### src/verilog/addr_map_pkg.sv
/*
  Constants for the dynamic memory address mapper: configuration encodings,
  field widths and bit positions.
  Assumes nothing beyond a SystemVerilog compiler.
*/
`default_nettype none
package addr_map_pkg;
  localparam int ADDR_W = 28;
  localparam int ROW_W = 13;
  localparam int COL_W = 11;
  localparam int BANK_W = 2;
  // data bus width encoding
  localparam logic BUS_32 = 1'b0;
  localparam logic BUS_16 = 1'b1;
  // row count encoding
  localparam logic [1:0] ROWS_2K = 2'h0;
  localparam logic [1:0] ROWS_4K = 2'h1;
  localparam logic [1:0] ROWS_8K = 2'h2;
  // column count encoding: 256, 512, 1024, 2048
  localparam logic [1:0] COLS_256 = 2'h0;
  localparam logic [1:0] COLS_512 = 2'h1;
  localparam logic [1:0] COLS_1K = 2'h2;
  localparam logic [1:0] COLS_2K = 2'h3;
  localparam int COL_BITS_MIN = 8;
  localparam int ROW_BITS_2K = 11;
  localparam int BYTE_BITS_32 = 2;
  localparam int BYTE_BITS_16 = 1;
  // reset configuration
  localparam logic RST_BUS = BUS_32;
  localparam logic [1:0] RST_ROWS = ROWS_2K;
  localparam logic [1:0] RST_COLS = COLS_256;
endpackage
`default_nettype wire

### src/verilog/split_if.sv
/*
  Interface carrying the active address split between mapper and field extractor.
  Assumes the configuration fields of addr_map_pkg.
*/
`default_nettype none
interface split_if;
  import addr_map_pkg::*;
  logic [4:0] col_bits;
  logic [3:0] row_bits;
  logic [1:0] byte_bits;
  modport source (output col_bits, row_bits, byte_bits);
  modport sink (input col_bits, row_bits, byte_bits);
endinterface
`default_nettype wire

### src/verilog/field_extract.sv
/*
  Combinational split of a byte address into byte offset, column, row and bank.
  Assumes field widths arrive through split_if, already decoded.
*/
`default_nettype none
module field_extract
(
  split_if.sink split,
  input wire logic [addr_map_pkg::ADDR_W-1:0] addr,
  output logic [1:0] byte_sel,
  output logic [addr_map_pkg::COL_W-1:0] column,
  output logic [addr_map_pkg::ROW_W-1:0] row,
  output logic [addr_map_pkg::BANK_W-1:0] bank_field
);
  import addr_map_pkg::*;
  wire [ADDR_W-1:0] past_byte = addr >> split.byte_bits;
  wire [ADDR_W-1:0] past_col = past_byte >> split.col_bits;
  wire [ADDR_W-1:0] past_row = past_col >> split.row_bits;
  wire [COL_W-1:0] col_mask = COL_W'((12'h001 << split.col_bits) - 12'h001);
  wire [ROW_W-1:0] row_mask = ROW_W'((14'h0001 << split.row_bits) - 14'h0001);

  assign byte_sel = addr[1:0] & ((split.byte_bits == 2'h2) ? 2'h3 : 2'h1);
  assign column = past_byte[COL_W-1:0] & col_mask;
  assign row = past_col[ROW_W-1:0] & row_mask;
  // bits above the bank are dropped so the image repeats
  assign bank_field = past_row[BANK_W-1:0];
endmodule
`default_nettype wire

### src/verilog/sdram_address_mapper.sv
/*
  Address decode slice of the dynamic memory controller: configured split of a
  bus byte address into byte, column, row and bank, registered toward the pins.
  The split in force is the one captured at the edge before the address is taken;
  decoded fields appear one edge after the address and hold until the next one.
  Assumes configuration inputs come from the controller's configuration register
  and addresses are synchronous to mclk.
*/
`default_nettype none
module sdram_address_mapper
(
  input wire logic mclk,
  input wire logic rst,
  input wire logic cfg_bus16,
  input wire logic [1:0] cfg_rows,
  input wire logic [1:0] cfg_cols,
  input wire logic addr_valid,
  input wire logic [addr_map_pkg::ADDR_W-1:0] addr,
  output logic dec_valid,
  output logic [1:0] byte_sel,
  output logic halfword_byte_offset,
  output logic [addr_map_pkg::COL_W-1:0] column,
  output logic [addr_map_pkg::ROW_W-1:0] row,
  output logic bank_pin_high,
  output logic bank_pin_low
);
  import addr_map_pkg::*;

  ////////////////////////////////////////////////////////////////////////////
  // configuration decode
  split_if split ();
  logic bus16_reg;
  logic [1:0] rows_reg;
  logic [1:0] cols_reg;

  // a new split applies to addresses taken from the following edge on
  always_ff @(posedge mclk) begin
    if (rst) begin
      bus16_reg <= RST_BUS;
    end else begin
      bus16_reg <= cfg_bus16;
    end
  end

  always_ff @(posedge mclk) begin
    if (rst) begin
      rows_reg <= RST_ROWS;
    end else begin
      rows_reg <= cfg_rows;
    end
  end

  always_ff @(posedge mclk) begin
    if (rst) begin
      cols_reg <= RST_COLS;
    end else begin
      cols_reg <= cfg_cols;
    end
  end

  ////////////////////////////////////////////////////////////////////////////
  // row count decode
  wire rows_is_4k = (rows_reg == ROWS_4K);
  wire rows_is_8k = (rows_reg == ROWS_8K);
  // the unused row code falls back to 2K
  wire rows_is_2k = !rows_is_4k && !rows_is_8k;
  wire [3:0] row_bits_2k = 4'(ROW_BITS_2K);
  wire [3:0] row_bits_4k = 4'(ROW_BITS_2K + 1);
  wire [3:0] row_bits_8k = 4'(ROW_BITS_2K + 2);
  wire [3:0] row_bits_w = ({4{rows_is_2k}} & row_bits_2k) |
                          ({4{rows_is_4k}} & row_bits_4k) |
                          ({4{rows_is_8k}} & row_bits_8k);

  ////////////////////////////////////////////////////////////////////////////
  // column count decode: each extra column bit moves row and bank up by one
  wire cols_is_256 = (cols_reg == COLS_256);
  wire cols_is_512 = (cols_reg == COLS_512);
  wire cols_is_1k = (cols_reg == COLS_1K);
  wire cols_is_2k = (cols_reg == COLS_2K);
  wire [4:0] col_bits_256 = 5'(COL_BITS_MIN);
  wire [4:0] col_bits_512 = 5'(COL_BITS_MIN + 1);
  wire [4:0] col_bits_1k = 5'(COL_BITS_MIN + 2);
  wire [4:0] col_bits_2k = 5'(COL_BITS_MIN + 3);
  wire [4:0] col_bits_w = ({5{cols_is_256}} & col_bits_256) |
                          ({5{cols_is_512}} & col_bits_512) |
                          ({5{cols_is_1k}} & col_bits_1k) |
                          ({5{cols_is_2k}} & col_bits_2k);

  ////////////////////////////////////////////////////////////////////////////
  // data bus width decode: two byte bits on a word bus, one on a half-word bus
  wire bus_is_16 = (bus16_reg == BUS_16);
  wire [1:0] byte_bits_word = 2'(BYTE_BITS_32);
  wire [1:0] byte_bits_half = 2'(BYTE_BITS_16);
  wire [1:0] byte_bits_w = bus_is_16 ? byte_bits_half : byte_bits_word;

  assign split.row_bits = row_bits_w;
  assign split.col_bits = col_bits_w;
  assign split.byte_bits = byte_bits_w;

  ////////////////////////////////////////////////////////////////////////////
  // field extraction
  logic [1:0] byte_w;
  logic [COL_W-1:0] col_w;
  logic [ROW_W-1:0] row_w;
  logic [BANK_W-1:0] bank_w;

  field_extract u_extract (
    .split(split),
    .addr(addr),
    .byte_sel(byte_w),
    .column(col_w),
    .row(row_w),
    .bank_field(bank_w)
  );

  ////////////////////////////////////////////////////////////////////////////
  // next values: every field except dec_valid holds until the next taken address
  logic dec_valid_next;
  logic [1:0] byte_sel_next;
  logic halfword_next;
  logic [COL_W-1:0] column_next;
  logic [ROW_W-1:0] row_next;
  logic bank_high_next;
  logic bank_low_next;

  // registered fields, copied onto the ports
  logic dec_valid_reg;
  logic [1:0] byte_sel_reg;
  logic halfword_reg;
  logic [COL_W-1:0] column_reg;
  logic [ROW_W-1:0] row_reg;
  logic bank_high_reg;
  logic bank_low_reg;

  assign dec_valid_next = addr_valid;
  assign byte_sel_next = addr_valid ? byte_w : byte_sel_reg;
  assign halfword_next = addr_valid ? byte_w[0] : halfword_reg;
  assign column_next = addr_valid ? col_w : column_reg;
  assign row_next = addr_valid ? row_w : row_reg;
  assign bank_high_next = addr_valid ? bank_w[1] : bank_high_reg;
  assign bank_low_next = addr_valid ? bank_w[0] : bank_low_reg;

  ////////////////////////////////////////////////////////////////////////////
  // output registers
  always_ff @(posedge mclk) begin
    if (rst) begin
      dec_valid_reg <= 1'b0;
    end else begin
      dec_valid_reg <= dec_valid_next;
    end
  end

  always_ff @(posedge mclk) begin
    if (rst) begin
      byte_sel_reg <= 2'h0;
    end else begin
      byte_sel_reg <= byte_sel_next;
    end
  end

  always_ff @(posedge mclk) begin
    if (rst) begin
      halfword_reg <= 1'b0;
    end else begin
      halfword_reg <= halfword_next;
    end
  end

  always_ff @(posedge mclk) begin
    if (rst) begin
      column_reg <= '0;
    end else begin
      column_reg <= column_next;
    end
  end

  always_ff @(posedge mclk) begin
    if (rst) begin
      row_reg <= '0;
    end else begin
      row_reg <= row_next;
    end
  end

  ////////////////////////////////////////////////////////////////////////////
  // bank pins: upper bank bit on the high pin, lower bit on the low pin
  always_ff @(posedge mclk) begin
    if (rst) begin
      bank_high_reg <= 1'b0;
    end else begin
      bank_high_reg <= bank_high_next;
    end
  end

  always_ff @(posedge mclk) begin
    if (rst) begin
      bank_low_reg <= 1'b0;
    end else begin
      bank_low_reg <= bank_low_next;
    end
  end

  assign dec_valid = dec_valid_reg;
  assign byte_sel = byte_sel_reg;
  assign halfword_byte_offset = halfword_reg;
  assign column = column_reg;
  assign row = row_reg;
  assign bank_pin_high = bank_high_reg;
  assign bank_pin_low = bank_low_reg;
endmodule
`default_nettype wire

### config.mk
export PLATFORM = sky130hd
export DESIGN_NAME = sdram_address_mapper
export DESIGN_NICKNAME = d
export VERILOG_FILES = /design/src/verilog/addr_map_pkg.sv /design/src/verilog/split_if.sv /design/src/verilog/field_extract.sv /design/src/verilog/sdram_address_mapper.sv
export SDC_FILE = /design/constraint.sdc
export NUM_CORES = 1
export LEC_CHECK = 0
export BUFFER_PORTS_ARGS = -buffer_cell sky130_fd_sc_hd__buf_2
export CAP_MARGIN = 20
export CORE_AREA = 2 2 84 62
export DETAILED_ROUTE_END_ITERATION = 10
export DIE_AREA = 0 0 86 64
export GPL_TIMING_DRIVEN = 0
export PLACE_DENSITY = 0.73
export SLEW_MARGIN = 30
export SYNTH_ARGS = -nofsm -noshare
export SYNTH_HDL_FRONTEND = slang
export SYNTH_SLANG_ARGS = --single-unit
### constraint.sdc
create_clock -name mclk -period 1.65 [get_ports mclk]
set_input_delay 0.0825 -clock mclk [delete_from_list [all_inputs] [get_ports mclk]]
set_output_delay 0.0825 -clock mclk [all_outputs]
set_load 0.01 [all_outputs]
==> run_results.csv, run 1 <==
group,metric,value,unit
setup_path,r2r-end,"bank_pin_low",
drt,drt-total-wl,5559,µm
finish,final_nets,353,
floorplan,die_w,86,µm
hold_path,holdPathEnd,"bus16_reg",
yosys,synthArstFlopShare,0,%
clock_tree,clk_latency,0.29,ns
finish,n_antenna_cell,0,
setup_path,worst_path_max_delay_cell,"mux4_2",
power,ir_drop,0.4590,mV
setup_path,crit_type,"register to register",
setup_path,arrival,1.98,ns
setup_path,required,1.80,ns
setup_path,cp_slowest_stage_delay,0.48,ns
setup_path,cp_cell_sequence,"buf_8, mux2_4, mux4_2, or2_0, o211ai_1, a311oi_1",
global_route,gr-total-overflow,0,
global_route,grt_use_total,20.77,%
drt,ant_nets,0,
yosys,syn-cell-area,2037,µm²
power,p_clk_share,31.6,%
drt,routedWlPerCell,15.11,µm
run,drv_cap,0,
clock_tree,cts_tree,"yes",
yosys,ys_seq_area_share,33.42,%
global_route,grt_max_degree,12,
clock_tree,path_clk_slew,0.07,ns
yosys,ys.flop_type,"dfxtp_1",
place,port_buffers,64,
sta,fmax,0.5483,GHz
clock_tree,cts_htree_levels,2,
global_route,grt_first_pass_wirelength,8914,µm
yosys,synthTopCellsByArea,"dfxtp_1, mux4_2, mux2i_1, mux2_2, a21oi_1",
floorplan,rows,21,
place,dp_cells,354,
power,p_int,0.001446,W
setup_path,start_kind,"register",
power,total_power,0.002060,W
yosys,avgSynthCellArea,9.013,µm²
finish,final_layout_size_suffix_gt1_share,38.59,%
yosys,syn_inst,226,
power,p_sw_share,29.77,%
drt,via_per_inst,5.421,
floorplan,start_util,43.80,%
drt,drc,0,
clock_tree,clk_path_buf_depth,2,
power,combPwrFrac,25.3,%
setup_path,cp_max_fo,6,
setup_path,reg2reg_depth,6,
clock_tree,cts-root-buf,"clkbuf_8",
drt,drtIter0Drc,111,
place,dp_hpwl,4095,µm
place,gp_congestion,0.8905,
setup_path,reg2reg_slack,-0.17,ns
floorplan,die_area,5504,µm²
setup_path,critPathCaptureType,"register",
sta,worst_slack,-0.1737,ns
global_route,antenna_found_initial,0,
power,power_density,765.3,nW/µm²
yosys,ys.warnings.count,0,
sta,skew,0.004229,ns
yosys,synth-edff-count,0,
yosys,synth-seq-cells,34,
power,p_leak,1.151,nW
setup_path,r2r_start,"cols_reg[0]",
hold_path,min-delay-start,"cfg_bus16",
sta,finalHoldViolCount,0,
outcome,status,"finished, violations left",
place,place_ws,-0.2004,ns
sta,maxSlewHeadroom,62.43,%
floorplan,core,4651,µm²
sta,final_min_period_over_clock_period,110.5,%
yosys,ys_types,37,
yosys,yosys.area.top_type,"dfxtp_1",
hold_path,min_path_cells,2,
finish,largest_reg_flops,13,
power,p_sw,0.0006132,W
hold_path,hold_class,"input pin to register",
sta,drv_slew,0,
finish,final_cells,368,
sta,rsz0062_at_grt,"true",
floorplan,ios,66,
outcome,violations,"setup timing",
floorplan,die_height,64,µm
power,seq_power_share,43.1,%
clock_tree,numClockSinks,34,
clock_tree,cts_made_buffers,5,
sta,setup_viol_count_final,12,
sta,period_minus_slack,1.824,ns
sta,worst_pin_slew,0.5636,ns
drt,vias,1995,
global_route,grt_pass1_vias,1858,
finish,area_growth,32.13,%
yosys,synth.top_cell.area_share,33.42,%
drt,dr.pass1.iters,4,
layout make-up:
cell class                 instances  area [µm²]
multi-input combinational        174        1335
tap                               57       71.32
timing repair buffer              71       382.9
clock buffer                       6       82.58
sequential                        34       684.4
buffer                            17       95.09
fill                             432        1959
inverter                           7       27.53
clock inverter                     2       12.51
routing by layer:
layer  routed length [µm]  track usage (%)
met2                 2407            31.49
met5                    0                0
met3                  424            4.522
met1                 2634            29.10
met4                   93            7.143
power by group through the flow:
stage          Sequential, W  Clock (W)  Combinational (W)
2_1_floorplan       0.000922          0           0.000299
4_1_cts             0.000888   0.000666           0.000494
3_3_place_gp        0.000906          0           0.000461
5_1_grt             0.000893   0.000701           0.000569
3_5_place_dp        0.000907          0           0.000468
6_report            0.000887   0.000651           0.000522
cells in the mapped netlist, types with 3 or more instances:
cell type,instances
dfxtp_1,34
nand2_1,23
nor2_1,22
a21oi_1,20
mux2i_1,16
mux2_2,12
clkbuf_1,11
nand3_1,11
a211oi_1,9
mux4_2,9
nor3_1,8
ha_1,7
nor2b_1,6
inv_1,4
buf_2,3
o211ai_1,3
cells in the final DEF (no fill, tap or decap), types with 3 or more instances in the layout:
| cell type | synthesis | layout |
|---|---|---|
| mux4_2 | 9 | 9 |
| ha_1 | 7 | 7 |
| dlygate4sd3_1 | 0 | 4 |
| nor3_1 | 8 | 5 |
| inv_1 | 4 | 4 |
| buf_2 | 3 | 64 |
| nand3_1 | 11 | 10 |
| conb_1 | 1 | 8 |
| mux2i_1 | 16 | 10 |
| nand2_1 | 23 | 23 |
| o211ai_1 | 3 | 3 |
| clkbuf_1 | 11 | 11 |
| a211oi_1 | 9 | 9 |
| nor2b_1 | 6 | 6 |
| buf_4 | 1 | 5 |
| nor2_1 | 22 | 20 |
| mux2_2 | 12 | 12 |
| a21oi_1 | 20 | 19 |
| dfxtp_1 | 34 | 33 |
| mux2i_2 | 0 | 4 |
| nor3_2 | 0 | 3 |
| clkbuf_8 | 0 | 6 |
worst max-delay path by stage:
| stage | startpoint | endpoint |
|---|---|---|
| after floorplan | cols_reg[0] | bank_pin_low |
| after global placement | cols_reg[0] | bank_pin_high |
| after detailed placement | cols_reg[0] | bank_pin_low |
| after CTS | cols_reg[0] | bank_pin_low |
| after global routing | cols_reg[0] | bank_pin_low |
| final | cols_reg[0] | bank_pin_low |
through the flow:
step,hold WS (ns),TNS [ns],cell area (µm²),util [%]
after floorplan,0.2105,-0.1627,2064,-
after global placement,0.2921,-1.114,2456,52.81
after detailed placement,0.2958,-1.387,2456,52.81
after CTS,0.001626,-0.4685,2640,56.77
after global routing,0.003506,-1.547,2691,57.87
final,0.002017,-0.7429,2691,57.87
kinds of logic (layout without fill, tap and decap cells):
kind of cell	count (synthesis)	after routing	synth area share (%)
AND/OR/NAND/NOR	75	75	16.34
AO/OA/AOI/OAI	43	43	13.27
multiplexers	39	39	25.92
flip-flops	34	34	33.42
adder cells (fa/ha/maj)	7	7	4.300
XOR/XNOR	2	2	0.8601
other	1	8	0.1841
buffers and inverters	25	103	5.712
critical path: cells and delay by family (launching register included):
| kind | cells | cell delay (ns) |
|---|---|---|
| mux | 2 | 0.79 |
| simple gates | 1 | 0.21 |
| flops | 1 | 0.36 |
| buf+inv | 1 | 0.13 |
| compound gates | 2 | 0.20 |
timing repair:
item / in CTS / in global routing
gates resized for setup: 11 / 13
setup buffers: 3 / 0
setup endpoints to repair: 17 / 17
pin swaps: 2 / 4
gates cloned: 0 / 0
hold buffers: 4 / 0
hold endpoints to repair: 4 / 0
(Power assumes the default switching activity.)
==> run 2: changes to the inputs <==
==> constraint.sdc (replaced) <==
create_clock -name mclk -period 1.65 [get_ports mclk]
set_input_delay 0.33 -clock mclk [delete_from_list [all_inputs] [get_ports mclk]]
set_output_delay 0.33 -clock mclk [all_outputs]
set_load 0.01 [all_outputs]
==> run_results.csv, run 2 (synthesized netlist as in run 1, its figures left out) <==
group,metric,value,unit
sta,final_min_period_over_clock_period,110.6,%
floorplan,die_height,64,µm
floorplan,core,4651,µm²
place,port_buffers,64,
place,dpl_cell_area,2456,µm²
sta,period_minus_slack,1.826,ns
global_route,gr-total-overflow,0,
setup_path,start_kind,"register",
setup_path,cp.depth,6,
sta,tns,-0.7830,ns
setup_path,cp.buffers_inverters,1,
finish,largest_reg_flops,13,
floorplan,die_area,5504,µm²
power,total_power,0.002054,W
power,power_density,774.8,nW/µm²
sta,drv_slew,0,
drt,routedWlPerCell,15.24,µm
global_route,grt_max_degree,12,
clock_tree,clk_latency,0.29,ns
global_route,antenna_found_initial,0,
global_route,grt_use_total,20.63,%
setup_path,reg2reg_depth,6,
finish,final_common_cell,"buf_2",
finish,n_antenna_cell,0,
setup_path,path_delay_family,"multiplexers",
sta,fmax,0.5478,GHz
sta,skew,0.004966,ns
finish,area_growth,30.16,%
drt,drtIter0Drc,96,
place,dp_hpwl,4095,µm
drt,ant_nets,0,
sta,worst_pin_slew,0.5653,ns
sta,rsz0062_at_grt,"true",
finish,final_layout_size_suffix_gt1_share,39.09,%
setup_path,r2r_start,"cols_reg[0]",
setup_path,r2r-end,"bank_pin_low",
floorplan,die_w,86,µm
floorplan,start_util,43.80,%
sta,worst_slack,-0.1756,ns
drt,drt-total-wl,5546,µm
finish,final_nets,349,
clock_tree,cts_made_buffers,5,
outcome,status,"finished, violations left",
setup_path,cp_slowest_stage_delay,0.48,ns
setup_path,required,1.80,ns
setup_path,cp_cell_sequence,"buf_8, mux2_4, mux4_2, or2_0, o211ai_1, a311oi_1",
sta,finalHoldViolCount,0,
setup_path,critPathCaptureType,"register",
clock_tree,path_clk_slew,0.07,ns
floorplan,ios,66,
hold_path,hold_class,"input pin to register",
global_route,grt_first_pass_wirelength,8852,µm
setup_path,arrival,1.98,ns
power,p_leak,1.134,nW
setup_path,cp-startpoint,"cols_reg[0]",
clock_tree,cts-root-buf,"clkbuf_8",
global_route,grt_pass1_vias,1844,
finish,final_area,2651,µm²
setup_path,worst_path_max_delay_cell,"mux4_2",
clock_tree,cts_tree,"yes",
floorplan,rows,21,
setup_path,crit_type,"register to register",
place,gp_congestion,0.8905,
setup_path,reg2reg_slack,-0.18,ns
setup_path,critical_path.endpoint,"bank_pin_low",
drt,via_per_inst,5.434,
setup_path,cp_max_fo,6,
drt,dr.pass1.iters,4,
drt,vias,1978,
outcome,violations,"setup timing",
sta,setup_viol_count_final,12,
clock_tree,clk_path_buf_depth,2,
finish,layout_common_cells,"buf_2, dfxtp_1, nand2_1",
power,ir_drop,0.4590,mV
drt,drc,0,
run,drv_cap,0,
sta,maxSlewHeadroom,62.31,%
clock_tree,cts_htree_levels,2,
clock_tree,numClockSinks,34,
run 2: cell count changes in the layout (fill, tap and decap cells not counted):
cell,change
dlygate4sd3_1,-4
run 2: what timing repair did:
item	in CTS	in global routing
endpoints found under the hold margin	0	0
cloned	0	0
setup buffers	3	0
pin swaps	2	4
gates resized for setup	11	13
hold buffers	0	0
setup endpoints to repair	17	17
run 2: worst min-delay path by stage:
stage	startpoint	slack [ns]	cells after the start	endpoint
2_1_floorplan	cfg_cols[0]	0.46	1	cols_reg[0]
3_3_place_gp	byte_sel[1]	0.45	2	byte_sel[1]
3_5_place_dp	byte_sel[1]	0.45	2	byte_sel[1]
4_1_cts	cfg_rows[0]	0.24	2	rows_reg[0]
5_1_grt	cfg_bus16	0.25	2	bus16_reg
6_report	cfg_rows[0]	0.24	2	rows_reg[0]
run 2: metrics by stage:
step / cells / setup slack, ns / util, % / hold WS, ns
floorplan: 233 / -0.09152 / - / 0.4580
global placement: 354 / -0.2073 / 52.81 / 0.4483
detailed placement: 354 / -0.2004 / 52.81 / 0.4507
CTS: 364 / -0.1648 / 55.91 / 0.2409
global route: 364 / -0.2398 / 57.01 / 0.2510
finish: 364 / -0.1756 / 57.01 / 0.2422
run 2: where the power goes:
part           switching [W]  internal, W
sequential         0.0000233     0.000864
clock               0.000317     0.000335
combinational       0.000274     0.000241
total               0.000614      0.00144
run 2: cell type report:
class	instances	area, µm²
Clock inverter	2	12.51
Sequential cell	34	684.4
Buffer	17	95.09
Tap cell	57	71.32
Inverter	7	27.53
Multi-Input combinational cell	174	1335
Timing Repair Buffer	67	342.8
Clock buffer	6	82.58
Fill cell	430	1999
run 2: layer usage:
| layer | up-vias | track usage (%) | wire, µm |
|---|---|---|---|
| li1 | 961 | - | - |
| met1 | 924 | 28.94 | 2613 |
| met2 | 84 | 31.20 | 2409 |
| met3 | 9 | 4.522 | 432 |
| met4 | 0 | 7.143 | 91 |
| met5 | - | 0 | 0 |
==> run 3: changes to the inputs <==
Settings changed: SETUP_SLACK_MARGIN from default to 0.4.
==> run_results.csv, run 3 (synthesized netlist as in run 1, its figures left out) <==
group,metric,value,unit
clock_tree,numClockSinks,34,
sta,setup_viol_count_final,12,
sta,worst_pin_slew,0.6229,ns
clock_tree,cts-root-buf,"clkbuf_8",
finish,final_common_cell,"buf_2",
drt,drt-total-wl,5810,µm
hold_path,min-delay-start,"cfg_rows[0]",
setup_path,start_kind,"register",
setup_path,r2r_start,"cols_reg[0]",
clock_tree,cts_tree,"yes",
setup_path,required,1.80,ns
clock_tree,clk_latency,0.29,ns
setup_path,arrival,2.00,ns
place,gp_congestion,0.8148,
setup_path,path_delay_family,"multiplexers",
global_route,grt_max_degree,12,
floorplan,die_area,5504,µm²
setup_path,critPathCaptureType,"register",
hold_path,min_path_cells,2,
finish,fillers,420,
sta,worst_slack,-0.1924,ns
power,power_density,760.2,nW/µm²
setup_path,cp_slowest_stage_delay,0.49,ns
global_route,antenna_found_initial,0,
global_route,grt_first_pass_wirelength,8756,µm
clock_tree,cts_htree_levels,2,
power,p_leak,1.195,nW
setup_path,cp_cell_sequence,"buf_8, mux2_4, mux4_2, or2_0, o211ai_1, a311oi_1",
outcome,violations,"setup timing",
drt,via_per_inst,5.434,
sta,fin_hold_ws,0.2406,ns
setup_path,cp-startpoint,"cols_reg[0]",
run,drv_cap,0,
floorplan,start_util,43.80,%
hold_path,holdPathEnd,"rows_reg[0]",
outcome,status,"finished, violations left",
hold_path,hold_class,"input pin to register",
setup_path,worst_path_max_delay_cell,"mux4_2",
floorplan,die_w,86,µm
finish,final_nets,354,
sta,fmax,0.5428,GHz
finish,layout_common_cells,"buf_2, dfxtp_1, nand2_1",
global_route,grt_use_total,20.54,%
finish,final_layout_size_suffix_gt1_share,41.67,%
drt,vias,2005,
setup_path,cp_max_fo,5,
power,ir_drop,0.4286,mV
finish,final_cells,369,
clock_tree,holdBufCountCts,0,
drt,drc,0,
place,place_ws,-0.2224,ns
sta,maxSlewHeadroom,58.47,%
sta,final_min_period_over_clock_period,111.7,%
global_route,grt_pass1_vias,1834,
drt,dr.pass1.iters,4,
global_route,gr-total-overflow,0,
setup_path,crit_type,"register to register",
sta,skew,0.002760,ns
floorplan,ios,66,
setup_path,cp.buffers_inverters,1,
sta,period_minus_slack,1.842,ns
finish,final_area,2786,µm²
setup_path,r2r-end,"bank_pin_low",
finish,n_antenna_cell,0,
setup_path,reg2reg_depth,6,
floorplan,rows,21,
finish,area_growth,36.79,%
clock_tree,path_clk_slew,0.07,ns
drt,ant_nets,0,
sta,drv_slew,0,
sta,rsz0062_at_grt,"true",
finish,largest_reg_flops,13,
floorplan,die_height,64,µm
clock_tree,cts_made_buffers,5,
place,port_buffers,64,
clock_tree,clk_path_buf_depth,2,
drt,drtIter0Drc,158,
sta,finalHoldViolCount,0,
place,dp_cells,354,
place,dpl_cell_area,2480,µm²
place,dp_hpwl,4008,µm
setup_path,reg2reg_slack,-0.19,ns
floorplan,core,4651,µm²
drt,routedWlPerCell,15.75,µm
==> run 3: cell types whose count changed in the layout (fill, tap and decap cells not counted), moves of 2 or more <==
| cell | before | now |
|---|---|---|
| a211oi_1 | 9 | 7 |
| a211oi_2 | 0 | 2 |
| buf_6 | 1 | 3 |
| buf_8 | 1 | 4 |
| clkbuf_1 | 11 | 8 |
| clkbuf_2 | 1 | 3 |
| dfxtp_2 | 0 | 2 |
| mux2i_1 | 10 | 8 |
| mux2i_4 | 2 | 5 |
| nor3_1 | 5 | 7 |
| nor3_2 | 3 | 1 |
==> run 3: per-layer routing <==
metal,up-vias,track usage (%),routed length [µm]
met1,961,29.23,2732
met5,-,0,0
met2,72,30.52,2628
li1,967,-,-
met4,0,5.357,44
met3,5,5.814,404
==> run 3: what timing repair did <==
action | CTS | global route
setup endpoints to repair | 26 | 24
cloned | 0 | 1
pin swaps | 2 | 5
resized for setup | 26 | 11
setup buffers | 4 | 2
==> run 3: metrics by stage <==
stage | power [W] | setup TNS (ns) | utilization [%]
after global routing | 0.002209 | -2.354 | 59.91
after global placement | 0.001374 | -1.065 | 53.32
final | 0.002118 | -1.404 | 59.91
after detailed placement | 0.001380 | -1.208 | 53.32
after floorplan | 0.001229 | -0.1627 | -
after CTS | 0.002088 | -1.019 | 58.06
==> run 3: layout make-up <==
| cell class | instances | area (µm²) | share of cell area (%) |
|---|---|---|---|
| clock buffers | 6 | 82.58 | 2.964 |
| multi-input cells | 174 | 1368 | 49.08 |
| plain buffers | 18 | 140.1 | 5.029 |
| inverters | 7 | 27.53 | 0.9879 |
| repair buffers | 71 | 401.6 | 14.41 |
| clock inverters | 2 | 12.51 | 0.4490 |
| flip-flops and latches | 34 | 683.2 | 24.52 |
| well taps | 57 | 71.32 | 2.559 |
==> run 3: where the power goes <==
part	switching [W]	leakage, nW	internal (W)	total [W]
Sequential	0.0000234	0.280	0.000864	0.000888
Clock	0.000337	0.0472	0.000336	0.000673
Combinational	0.000284	0.868	0.000273	0.000557
Total	0.000645	1.20	0.00147	0.00212
==> run 3: worst max-delay path by stage <==
stage,slack (ns),to,depth (start not counted)
2_1_floorplan,-0.09,bank_pin_low,6
3_3_place_gp,-0.20,bank_pin_high,6
4_1_cts,-0.18,bank_pin_low,6
3_5_place_dp,-0.22,bank_pin_low,6
5_1_grt,-0.26,bank_pin_low,6
6_report,-0.19,bank_pin_low,6
